$ cat config.mk
export PLATFORM = sky130hd
export DESIGN_NAME = rac_alarm_cal
export DESIGN_NICKNAME = d
export VERILOG_FILES = /design/src/verilog/rac_pkg.sv /design/src/verilog/rac_timebase.sv /design/src/verilog/rac_alarm_cal.sv
export SDC_FILE = /design/constraint.sdc
export NUM_CORES = 1
export LEC_CHECK = 0
export BUFFER_PORTS_ARGS = -buffer_cell sky130_fd_sc_hd__buf_2
export CAP_MARGIN = 5
export CORE_MARGIN = 2
export CORE_UTILIZATION = 40
export CTS_BUF_LIST = sky130_fd_sc_hd__clkbuf_4
export DETAILED_ROUTE_END_ITERATION = 8
export GPL_TIMING_DRIVEN = 0
export SLEW_MARGIN = 10
export SYNTH_ARGS = -nofsm -noshare
export SYNTH_HDL_FRONTEND = slang
export SYNTH_SLANG_ARGS = --single-unit
$ cat constraint.sdc
create_clock -name i_core_clk -period 5.6 [get_ports i_core_clk]
set_input_delay 0.56 -clock i_core_clk [delete_from_list [all_inputs] [get_ports i_core_clk]]
set_output_delay 0.56 -clock i_core_clk [all_outputs]
set_load 0.005 [all_outputs]
$ cat src/verilog/rac_pkg.sv
// Constants shared by the alarm value and calibration block
package rac_pkg;

  ////////////////////////////////////////////////////////////////////////////
  // Register port geometry
  localparam int unsigned DATA_W = 16;
  localparam int unsigned ADDR_W = 3;
  localparam int unsigned NUM_ALARM = 3;

  ////////////////////////////////////////////////////////////////////////////
  // Register offsets
  localparam logic [ADDR_W-1:0] OFF_ALARM_MONTH_DAY = 3'h0;
  localparam logic [ADDR_W-1:0] OFF_ALARM_WEEKDAY_HOURS = 3'h1;
  localparam logic [ADDR_W-1:0] OFF_ALARM_MINUTES_SECONDS = 3'h2;
  localparam logic [ADDR_W-1:0] OFF_CLOCK_CONFIG_CAL = 3'h3;
  localparam logic [ADDR_W-1:0] OFF_TIMER_STATUS = 3'h4;

  ////////////////////////////////////////////////////////////////////////////
  // Implemented-bit masks, unused positions read zero
  localparam logic [DATA_W-1:0] MASK_MONTH_DAY = 16'h1f3f;
  localparam logic [DATA_W-1:0] MASK_WEEKDAY_HOURS = 16'h073f;
  localparam logic [DATA_W-1:0] MASK_MINUTES_SECONDS = 16'h7f7f;
  localparam logic [DATA_W-1:0] MASK_CONFIG = 16'ha0ff;
  localparam logic [DATA_W-1:0] MASK_STATUS = 16'h803f;

  // Alarm register set, indexed 0..2
  localparam logic [ADDR_W-1:0] ALARM_OFF [NUM_ALARM] = '{3'h0, 3'h1, 3'h2};
  localparam logic [DATA_W-1:0] ALARM_MASK [NUM_ALARM] = '{16'h1f3f, 16'h073f, 16'h7f7f};
  localparam logic ALARM_LOCKED [NUM_ALARM] = '{1'b1, 1'b1, 1'b0};

  ////////////////////////////////////////////////////////////////////////////
  // Field positions
  localparam int unsigned MONTH_TENS_POS = 12;
  localparam int unsigned MONTH_ONES_LSB = 8;
  localparam int unsigned DAY_TENS_LSB = 4;
  localparam int unsigned DAY_ONES_LSB = 0;
  localparam int unsigned WEEKDAY_LSB = 8;
  localparam int unsigned HOUR_TENS_LSB = 4;
  localparam int unsigned HOUR_ONES_LSB = 0;
  localparam int unsigned MIN_TENS_LSB = 12;
  localparam int unsigned MIN_ONES_LSB = 8;
  localparam int unsigned SEC_TENS_LSB = 4;
  localparam int unsigned SEC_ONES_LSB = 0;
  localparam int unsigned CAL_LSB = 0;
  localparam int unsigned CAL_W = 8;
  localparam int unsigned CFG_WREN_POS = 13;
  localparam int unsigned CFG_TIMER_ON_POS = 15;
  localparam int unsigned STAT_SEC_LSB = 0;
  localparam int unsigned STAT_RUN_POS = 15;

  ////////////////////////////////////////////////////////////////////////////
  // Reset values
  localparam logic [DATA_W-1:0] RST_ALARM = 16'h0000;
  localparam logic [DATA_W-1:0] RST_CONFIG = 16'h0000;

  ////////////////////////////////////////////////////////////////////////////
  // Time base
  localparam int unsigned XTAL_HZ = 32768;
  localparam int unsigned SECONDS_PER_MIN = 60;
  localparam int unsigned SEC_CNT_W = 6;
  localparam int unsigned CAL_STEP = 4;
  localparam int unsigned CAL_SHIFT = $clog2(CAL_STEP);
  localparam int unsigned PRESC_W = 17;

endpackage : rac_pkg

$ cat src/verilog/rac_timebase.sv
// Crystal tick prescaler with per-minute drift correction
`timescale 1ns/100ps
module rac_timebase #(
  parameter int unsigned XTAL_HZ = rac_pkg::XTAL_HZ
) (
  // Clock, reset, enable
  input wire logic i_core_clk,
  input wire logic i_rst,
  input wire logic i_ce,
  // Crystal pulse pin
  input wire logic i_xtal_pin,
  // Control
  input wire logic i_timer_on,
  input wire logic [rac_pkg::CAL_W-1:0] i_cal,
  // Time base outputs
  output logic o_second_pulse,
  output logic o_minute_pulse,
  output logic [rac_pkg::SEC_CNT_W-1:0] o_sec_count
);

  localparam int unsigned PW = rac_pkg::PRESC_W;
  localparam logic signed [PW-1:0] TERM = PW'(XTAL_HZ - 1);
  localparam logic [rac_pkg::SEC_CNT_W-1:0] SEC_LAST = rac_pkg::SEC_CNT_W'(rac_pkg::SECONDS_PER_MIN - 1);

  // Offset range is -512..+508, counter must hold it below the terminal count
  if (XTAL_HZ < 2 || XTAL_HZ > (2 ** (PW - 1)) - 1024) begin : g_bad_xtal
    $error("XTAL_HZ out of range for the prescaler");
  end

  ////////////////////////////////////////////////////////////////////////////
  // Pin synchroniser, third stage for edge detection only
  logic sync1_q;
  logic sync2_q;
  logic sync3_q;
  logic signed [PW-1:0] presc_q;
  logic [rac_pkg::SEC_CNT_W-1:0] sec_q;

  wire logic tick = sync2_q & ~sync3_q & i_timer_on;
  wire logic sec_wrap = tick && (presc_q >= TERM);
  wire logic min_wrap = sec_wrap && (sec_q == SEC_LAST);
  wire logic signed [PW-1:0] cal_ext = {{(PW - rac_pkg::CAL_W){i_cal[rac_pkg::CAL_W-1]}}, i_cal};
  // Four pulses per unit; negative start delays rollover, positive hastens it
  wire logic signed [PW-1:0] cal_offset = cal_ext <<< rac_pkg::CAL_SHIFT;
  wire logic signed [PW-1:0] presc_d = sec_wrap ? (min_wrap ? cal_offset : '0) : PW'(presc_q + 1'b1);
  wire logic [rac_pkg::SEC_CNT_W-1:0] sec_d = min_wrap ? '0 : rac_pkg::SEC_CNT_W'(sec_q + 1'b1);

  always_ff @(posedge i_core_clk or posedge i_rst) begin
    if (i_rst) begin
      sync1_q <= 1'b0;
      sync2_q <= 1'b0;
      sync3_q <= 1'b0;
    end else if (i_ce) begin
      sync1_q <= i_xtal_pin;
      sync2_q <= sync1_q;
      sync3_q <= sync2_q;
    end
  end

  ////////////////////////////////////////////////////////////////////////////
  // Prescaler and seconds count, adjusted once per minute
  always_ff @(posedge i_core_clk or posedge i_rst) begin
    if (i_rst) begin
      presc_q <= '0;
      sec_q <= '0;
    end else if (i_ce && tick) begin
      presc_q <= presc_d;
      if (sec_wrap) begin
        sec_q <= sec_d;
      end
    end
  end

  always_ff @(posedge i_core_clk or posedge i_rst) begin
    if (i_rst) begin
      o_second_pulse <= 1'b0;
      o_minute_pulse <= 1'b0;
    end else if (i_ce) begin
      o_second_pulse <= sec_wrap;
      o_minute_pulse <= min_wrap;
    end
  end

  assign o_sec_count = sec_q;

endmodule : rac_timebase

$ cat src/verilog/rac_alarm_cal.sv
// Alarm value registers and drift calibration of the clock calendar unit
// Function
// - Weekday code in bits 10-8, 0..6
// - Hour BCD: tens bits 5-4, ones 3-0
// - Minute BCD in upper byte
// - Second BCD in lower byte
// - Unused alarm bits ignore writes, read zero
// - Month/day, weekday/hours writes need write enable
// - Signed calibration byte, times four, per minute
// - Negative value subtracts pulses each minute
//
// Design decisions made here: the strobed register port and the address map.
`timescale 1ns/100ps
module rac_alarm_cal #(
  parameter int unsigned XTAL_HZ = rac_pkg::XTAL_HZ
) (
  // Clock, reset, enable
  input wire logic i_core_clk,
  input wire logic i_rst,
  input wire logic i_ce,
  // Register port
  input wire logic [rac_pkg::ADDR_W-1:0] i_addr,
  input wire logic [rac_pkg::DATA_W-1:0] i_wdata,
  input wire logic i_wr,
  input wire logic i_rd,
  output logic [rac_pkg::DATA_W-1:0] o_rdata,
  // Crystal pulse pin
  input wire logic i_xtal_pin,
  // Alarm month and day
  output logic o_month_tens_digit,
  output logic [3:0] o_month_ones_digit,
  output logic [1:0] o_day_tens_digit,
  output logic [3:0] o_day_ones_digit,
  // Alarm weekday and hours
  output logic [2:0] o_weekday_code,
  output logic [1:0] o_hour_tens_digit,
  output logic [3:0] o_hour_ones_digit,
  // Alarm minutes and seconds
  output logic [2:0] o_minute_tens_digit,
  output logic [3:0] o_minute_ones_digit,
  output logic [2:0] o_second_tens_digit,
  output logic [3:0] o_second_ones_digit,
  // Time base
  output logic o_clock_write_enable,
  output logic o_second_pulse,
  output logic o_minute_pulse
);

  localparam int unsigned DW = rac_pkg::DATA_W;
  localparam int unsigned NA = rac_pkg::NUM_ALARM;

  if (DW != 16 || NA != 3) begin : g_bad_geometry
    $error("Register layout expects three 16-bit alarm registers");
  end

  ////////////////////////////////////////////////////////////////////////////
  // Address decode helpers

  // Implemented bits of a register, zero for unmapped offsets
  function automatic logic [DW-1:0] reg_mask(input logic [rac_pkg::ADDR_W-1:0] addr);
    logic [DW-1:0] m;
    m = '0;
    case (addr)
      rac_pkg::OFF_ALARM_MONTH_DAY: m = rac_pkg::MASK_MONTH_DAY;
      rac_pkg::OFF_ALARM_WEEKDAY_HOURS: m = rac_pkg::MASK_WEEKDAY_HOURS;
      rac_pkg::OFF_ALARM_MINUTES_SECONDS: m = rac_pkg::MASK_MINUTES_SECONDS;
      rac_pkg::OFF_CLOCK_CONFIG_CAL: m = rac_pkg::MASK_CONFIG;
      rac_pkg::OFF_TIMER_STATUS: m = rac_pkg::MASK_STATUS;
      default: m = '0;
    endcase
    return m;
  endfunction : reg_mask

  ////////////////////////////////////////////////////////////////////////////
  // Storage
  logic [DW-1:0] alarm_q [NA];
  logic [DW-1:0] cfg_q;
  logic [DW-1:0] rdata_q;

  wire logic [DW-1:0] wr_mask = reg_mask(i_addr);
  wire logic [DW-1:0] wr_value = i_wdata & wr_mask;
  wire logic wren = cfg_q[rac_pkg::CFG_WREN_POS];
  wire logic timer_on = cfg_q[rac_pkg::CFG_TIMER_ON_POS];
  wire logic [rac_pkg::CAL_W-1:0] cal_byte = cfg_q[rac_pkg::CAL_LSB +: rac_pkg::CAL_W];
  wire logic cfg_hit = i_wr && (i_addr == rac_pkg::OFF_CLOCK_CONFIG_CAL);

  ////////////////////////////////////////////////////////////////////////////
  // Alarm value registers
  for (genvar g = 0; g < NA; g++) begin : g_alarm
    // Locked registers drop writes silently while write enable is clear
    wire logic hit = i_wr && (i_addr == rac_pkg::ALARM_OFF[g]);
    wire logic allowed = !rac_pkg::ALARM_LOCKED[g] || wren;
    wire logic [DW-1:0] alarm_d = wr_value & rac_pkg::ALARM_MASK[g];

    always_ff @(posedge i_core_clk or posedge i_rst) begin
      if (i_rst) begin
        alarm_q[g] <= rac_pkg::RST_ALARM;
      end else if (i_ce && hit && allowed) begin
        alarm_q[g] <= alarm_d;
      end
    end
  end

  ////////////////////////////////////////////////////////////////////////////
  // Configuration and calibration register
  // Calibration byte is written freely; timing of the write is up to software
  always_ff @(posedge i_core_clk or posedge i_rst) begin
    if (i_rst) begin
      cfg_q <= rac_pkg::RST_CONFIG;
    end else if (i_ce && cfg_hit) begin
      cfg_q <= wr_value & rac_pkg::MASK_CONFIG;
    end
  end

  ////////////////////////////////////////////////////////////////////////////
  // Time base with calibration
  logic [rac_pkg::SEC_CNT_W-1:0] sec_count;

  rac_timebase #(
    .XTAL_HZ(XTAL_HZ)
  ) u_timebase (
    .i_core_clk(i_core_clk),
    .i_rst(i_rst),
    .i_ce(i_ce),
    .i_xtal_pin(i_xtal_pin),
    .i_timer_on(timer_on),
    .i_cal(cal_byte),
    .o_second_pulse(o_second_pulse),
    .o_minute_pulse(o_minute_pulse),
    .o_sec_count(sec_count)
  );

  ////////////////////////////////////////////////////////////////////////////
  // Read path
  logic [DW-1:0] status_word;
  logic [DW-1:0] rd_raw;

  always_comb begin
    status_word = '0;
    status_word[rac_pkg::STAT_SEC_LSB +: rac_pkg::SEC_CNT_W] = sec_count;
    status_word[rac_pkg::STAT_RUN_POS] = timer_on;
  end

  always_comb begin
    case (i_addr)
      rac_pkg::OFF_ALARM_MONTH_DAY: rd_raw = alarm_q[0];
      rac_pkg::OFF_ALARM_WEEKDAY_HOURS: rd_raw = alarm_q[1];
      rac_pkg::OFF_ALARM_MINUTES_SECONDS: rd_raw = alarm_q[2];
      rac_pkg::OFF_CLOCK_CONFIG_CAL: rd_raw = cfg_q;
      rac_pkg::OFF_TIMER_STATUS: rd_raw = status_word;
      default: rd_raw = '0;
    endcase
  end

  // Masking again keeps unused bits zero even if storage widens later
  wire logic [DW-1:0] rd_value = rd_raw & reg_mask(i_addr);
  wire logic [DW-1:0] rdata_d = i_rd ? rd_value : '0;

  // Data valid in the cycle after a strobe with i_ce high, zero otherwise; held while i_ce is low
  always_ff @(posedge i_core_clk or posedge i_rst) begin
    if (i_rst) begin
      rdata_q <= '0;
    end else if (i_ce) begin
      rdata_q <= rdata_d;
    end
  end

  assign o_rdata = rdata_q;

  ////////////////////////////////////////////////////////////////////////////
  // Alarm field outputs, straight from storage
  assign o_month_tens_digit = alarm_q[0][rac_pkg::MONTH_TENS_POS];
  assign o_month_ones_digit = alarm_q[0][rac_pkg::MONTH_ONES_LSB +: 4];
  assign o_day_tens_digit = alarm_q[0][rac_pkg::DAY_TENS_LSB +: 2];
  assign o_day_ones_digit = alarm_q[0][rac_pkg::DAY_ONES_LSB +: 4];
  assign o_weekday_code = alarm_q[1][rac_pkg::WEEKDAY_LSB +: 3];
  assign o_hour_tens_digit = alarm_q[1][rac_pkg::HOUR_TENS_LSB +: 2];
  assign o_hour_ones_digit = alarm_q[1][rac_pkg::HOUR_ONES_LSB +: 4];
  assign o_minute_tens_digit = alarm_q[2][rac_pkg::MIN_TENS_LSB +: 3];
  assign o_minute_ones_digit = alarm_q[2][rac_pkg::MIN_ONES_LSB +: 4];
  assign o_second_tens_digit = alarm_q[2][rac_pkg::SEC_TENS_LSB +: 3];
  assign o_second_ones_digit = alarm_q[2][rac_pkg::SEC_ONES_LSB +: 4];
  assign o_clock_write_enable = wren;

  // BCD range of digits is not checked; out-of-range values are stored as given.
  // Alarm enable lives outside this block, so false-alarm avoidance is software's job.

endmodule : rac_alarm_cal

== Yosys cells after proc, flatten, opt, wreduce, memory -nomap -nowiden ==
Index checks and enable logic that the tools add are counted.
Widths: inputs -> output; s select.

* Register bits after elaboration: 88
* Bits of input ports: 25
* Logic and storage cells: 46

* Add/sub/neg operators: 2
* Magnitude comparators: 1
* Eq/ne operators: 5
* Multiplexer cells: 6
* Bitwise gates (word level): 5
* Reductions and logical operators: 15

{| class="wikitable"
|+ Operators with widths
! cell !! number
|-
| $pmux 16 s5 || 2
|-
| $mux 17 || 2
|-
| $and 16x16->16 || 2
|-
| $add 17x1->17 const B || 1
|-
| $ge 17x16->1 const B || 1
|-
| $mux 16 || 1
|-
| $logic_and 1x1->1 || 13
|-
| $add 6x1->6 const B || 1
|-
| $eq 3x2->1 const B || 2
|-
| $eq 6x6->1 const B || 1
|-
| $mux 6 || 1
|-
| $eq 3x1->1 const B || 1
|-
| $eq 3x3->1 const B || 1
|-
| $logic_not 3->1 || 1
|-
| $and 1x1->1 || 2
|-
| $reduce_and 2->1 || 1
|-
| $not 1->1 || 1
|}

== Longest topological paths before layout ==
* Depth in word-level cells: 7
* Gate-level depth with buffers: 7

== Cells and area by module ==
Synthesis repeated with hierarchy kept, for this count alone.

* Cells, all modules: 408
* Area total of the unflattened synthesis: 4606.9 µm²

{| class="wikitable"
|+ By module, submodules not included
! module !! times used !! cells each !! area each (µm²) !! seq. area each (µm²)
|-
| rac_alarm_cal || 1 || 222 || 2884.0 || 1501.4
|-
| rac_timebase || 1 || 186 || 1722.9 || 700.7
|}

== Least setup slack after synthesis ==
Ideal clock, no wire load.

* Kind: reg-to-reg
* Start point: register u_timebase.presc_q[0]
* End point: register u_timebase.presc_q[13]
* Data arrival time: 1.678 ns
* Data required time: 5.456 ns
* Slack: 3.779 ns
* Stages on the path, launching flop included: 8
* Buffers on the path: 1
* Period minus slack after synthesis: 1.821 ns
* Path through: dfrtp_1 > ha_1 > nand4_2 > nor2_4 > o311a_4 > buf_6 > nor4b_1 > a211oi_1

* Word-level cells in the longest chain between the ends: 5

{| class="wikitable"
|+ Ends and longest elaborated chain
! item !! line !! RTL
|-
| start: declaration || rac_timebase.sv:35 || <nowiki>logic signed [PW-1:0] presc_q;</nowiki>
|-
| start signal: assignment || rac_timebase.sv:66 || <nowiki>presc_q <= presc_d;</nowiki>
|-
| $ge 17x16->1 || rac_timebase.sv:39 || <nowiki>wire logic sec_wrap = tick && (presc_q >= TERM);</nowiki>
|-
| $logic_and 1x1->1 || rac_timebase.sv:39 ||
|-
| $logic_and 1x1->1 || rac_timebase.sv:40 || <nowiki>wire logic min_wrap = sec_wrap && (sec_q == SEC_LAST);</nowiki>
|-
| $mux 17 || rac_timebase.sv:44 || <nowiki>wire logic signed [PW-1:0] presc_d = sec_wrap ? (min_wrap ? cal_offset : '0) : PW'(presc_q + 1'b1);</nowiki>
|-
| $mux 17 * || rac_timebase.sv:44 ||
|}

Mark *: on every way between the ends. The rest lies on a longest branch, timed or not.
A chain may end at the register's enable or synchronous reset.

== Worst setup path after layout ==
* Start point: register u_timebase.presc_q[0]
* End point: register u_timebase.presc_q[14]

The elaborated chain is that of the path after synthesis.

==> results.md <==
- Final wirelength: 11,700 microns
- Die Ht: 108 microns
- Syn Area/Cell: between 10 and 15 sq um
- Rows: 37
- First-pass GRT wire length: 18,700 microns
- CP Max Fanout: 10
- Post-CTS Setup Inserts: 0
- Fin. Hold Viols: 0
- Pin count of the biggest net entering global routing: 67
- Clock skew: 0.0121 ns
- Core area: 10,400 sq um
- Nets@finish: about 540
- Leakage: 2.30 nW
- ANT cells: 0
- Cell Pwr Density: 270 nW/um^2
- Crit path buf inv count: 1
- Detail Placement HPWL: 8510 microns
- Post-synth cell types: 51
- Root buffer cell: clkbuf_4
- Skew-Pair Late Insertion Delay: 0.44 ns
- Synthesized Nets: about 450
- RSZ-0062 raised after global routing: no
- Outcome: finished clean
- Delay-heaviest family, CP: simple AND/OR/NAND/NOR gates
- Setup TNS after final layout: 0 ns
- Post-CTS resize count: 0
- Post-route ant nets: 0
- I/O pin cnt: 78
- Max Clock Freq: 0.462 GHz
- CTS tree: yes
- Crit-path slowest cell: dfrtp_1
- Max Slew Vio Count: 0
- Finish-stage setup viols: 0
- Iter 0 DRT Violations: 179
- Worst path cell trace: ha_1, nand4_2, nor2_4, o311a_4, buf_2, nand4_1, o21ai_0
- Clk sinks: 88
- CTS Buf Count: 9
- Maximum VDD drop: 0.124 mV
- Die area: 11,600 sq um
- Post-synthesis sequential area ratio: 51.3%
- #FFs+latches synth: 88
- Utilization after layout: 48.1%
- FILL cells: a little over 1,000
- Vias: 3,669
- Cts hold-fix bufs: 0
- Setup CP Type: flop to flop
- Share of layout cells above drive strength 1: about a quarter
- Mapped cell area: 4300 sq um
- CP required: 5.96 ns
- Worst-path clk slew: 0.14 ns
- FF/Latch Area: between 2000 and 2500 sq um
- CP arrival: between 2 and 3 ns
- Starting Density: approximately two fifths
- IO buf count: 75
- Via-to-Cell Ratio: approximately 5.6
- Area grow syn2layout: 16.1%
- Die width: approximately 110 microns
- Drt wl/cell: 17.9 microns
- Hold_ws: between 0.05 and 0.06 ns
- GP Congestion: 0.898
- Critical Path Sink Type: flop
- Syn Inst Count: 427
- Final period util: 38.6%
- Hold WC Path Type: input pin to async pin
- Initial antenna violation count: 0
- Max_slew headroom: 56.9%
- Synth warnings: 0
- Max-cap violation count: 0
- 1st-pass router iterations: 5
- Inst Count DP: 639
- Global Route Usage Sum: 21.1%
- DRC viols: 0
- Worst-case clock buffer depth: 2
- Synth Flop Type: dfrtp_1
- Ys async rst share: between 90% and 100%
- CTS H-tree lvls: 3
- Final Instance Count excl. Fillers: 655
- Crit-path max cell delay: approximately 0.43 ns
- Post-synth EDFFs: 0
- GRT Residual Overflow: 0
- Area occupied by multi-input gates: 1910 sq um
- Number of global-route vias before repair: 3,550
- Worst-Margin Slew: 0.647 ns
- Worst Setup Start Kind: flop
- Final min period: 2.16 ns
## power breakdown
| part | switching [mW] | internal, mW |
|---|---|---|
| registers | 0.0703 | 0.712 |
| logic | 0.127 | 0.112 |
| clock network | 0.225 | 0.101 |
## layout by cell type, fill, tap and decap left out, drive strengths merged, types with 2 or more instances in the layout
cell	netlist	final
nand2b	2	2
nor3	6	6
mux2i	12	12
o2bb2ai	17	17
nand2	55	55
a22oi	4	4
o211ai	3	3
dfrtp	88	88
a31oi	3	3
nand3b	2	2
nand4b	3	3
nand3	25	25
clkbuf	18	29
mux2	15	15
o31ai	3	3
o22a	3	3
o21ai	56	56
ha	2	2
a211oi	8	8
nor4	3	3
clkinv	0	3
and3	6	6
or2	4	4
nand4	14	14
clkinvlp	0	2
or4	3	3
buf	11	87
a21oi	7	7
nor2	18	18
o311a	2	2
inv	14	14
nor2b	7	7
mux4	2	2
## cells by family (layout without fill, tap and decap cells)
family | after synthesis | after routing | share of synthesized area (%)
compound gates | 114 | 114 | 17.9
fa+ha+maj | 2 | 2 | 0.582
buf+inv | 43 | 135 | 4.25
flops | 88 | 88 | 51.3
mux | 29 | 29 | 7.78
simple gates | 151 | 151 | 18.2
## final cells by class
class | count | area share (%)
plain buffers | 29 | 2.61
clock buffers | 11 | 1.66
clock inverters | 5 | 0.677
inverters | 14 | 1.10
multi-input cells | 296 | 38.3
flip-flops and latches | 88 | 44.2
well taps | 136 | 3.41
repair buffers | 76 | 8.08
## synthesized netlist by cell type, drive strengths merged, types with 4 or more instances
cell type / count / share of area [%]
or2: 4 / 0.58
a21oi: 7 / 0.82
nor3: 6 / 0.82
buf: 11 / 1.5
mux2: 15 / 3.9
nand2: 55 / 4.8
o2bb2ai: 17 / 3.5
a211oi: 8 / 1.4
and3: 6 / 0.87
inv: 14 / 1.2
dfrtp: 88 / 51
o21ai: 56 / 6.5
nand3: 25 / 3.0
mux2i: 12 / 2.8
clkbuf: 18 / 1.6
nor2b: 7 / 1.0
nand4: 14 / 2.5
a22oi: 4 / 0.70
nor2: 18 / 1.9
## registers in the layout (all words and copies together), names as in the netlist, 6 cells and up
register	cells
u_timebase.o_sec_count	6
cfg_q	10
o_rdata	16
u_timebase.presc_q	17
## worst paths after layout
path                            depth (start not counted)  slack (ns)                     end             startpoint
min in group i_core_clk                                 2        0.35  o_minute_tens_digit[2]            i_wdata[14]
worst max register to register                          7        3.44  u_timebase.presc_q[14]  u_timebase.presc_q[0]
worst max-delay path                                    7        3.44  u_timebase.presc_q[14]  u_timebase.presc_q[0]
worst min-delay path                                    2        0.05              o_rdata[1]                  i_rst
max in group asynchronous                               3        4.92                cfg_q[7]                  i_rst
worst min register to register                          1        0.50              o_rdata[4]             o_rdata[4]
## per-layer routing
layer  share of wire (%)  GRT usage [%]
met5                   0              0
met4                 2.0           8.15
met3                 6.2           3.63
met2                  46           32.5
met1                  46           29.7
## metrics by stage
step	cell area (sq um)	setup WS (ns)	power, mW
2_1_floorplan	4300	2.76	0.911
3_3_place_gp	4840	1.70	1.02
3_5_place_dp	4870	3.02	1.03
4_1_cts	4990	3.44	1.35
5_1_grt	4990	3.21	1.42
6_report	4990	3.44	1.35
Note: power is estimated with default switching activity, not from simulation.
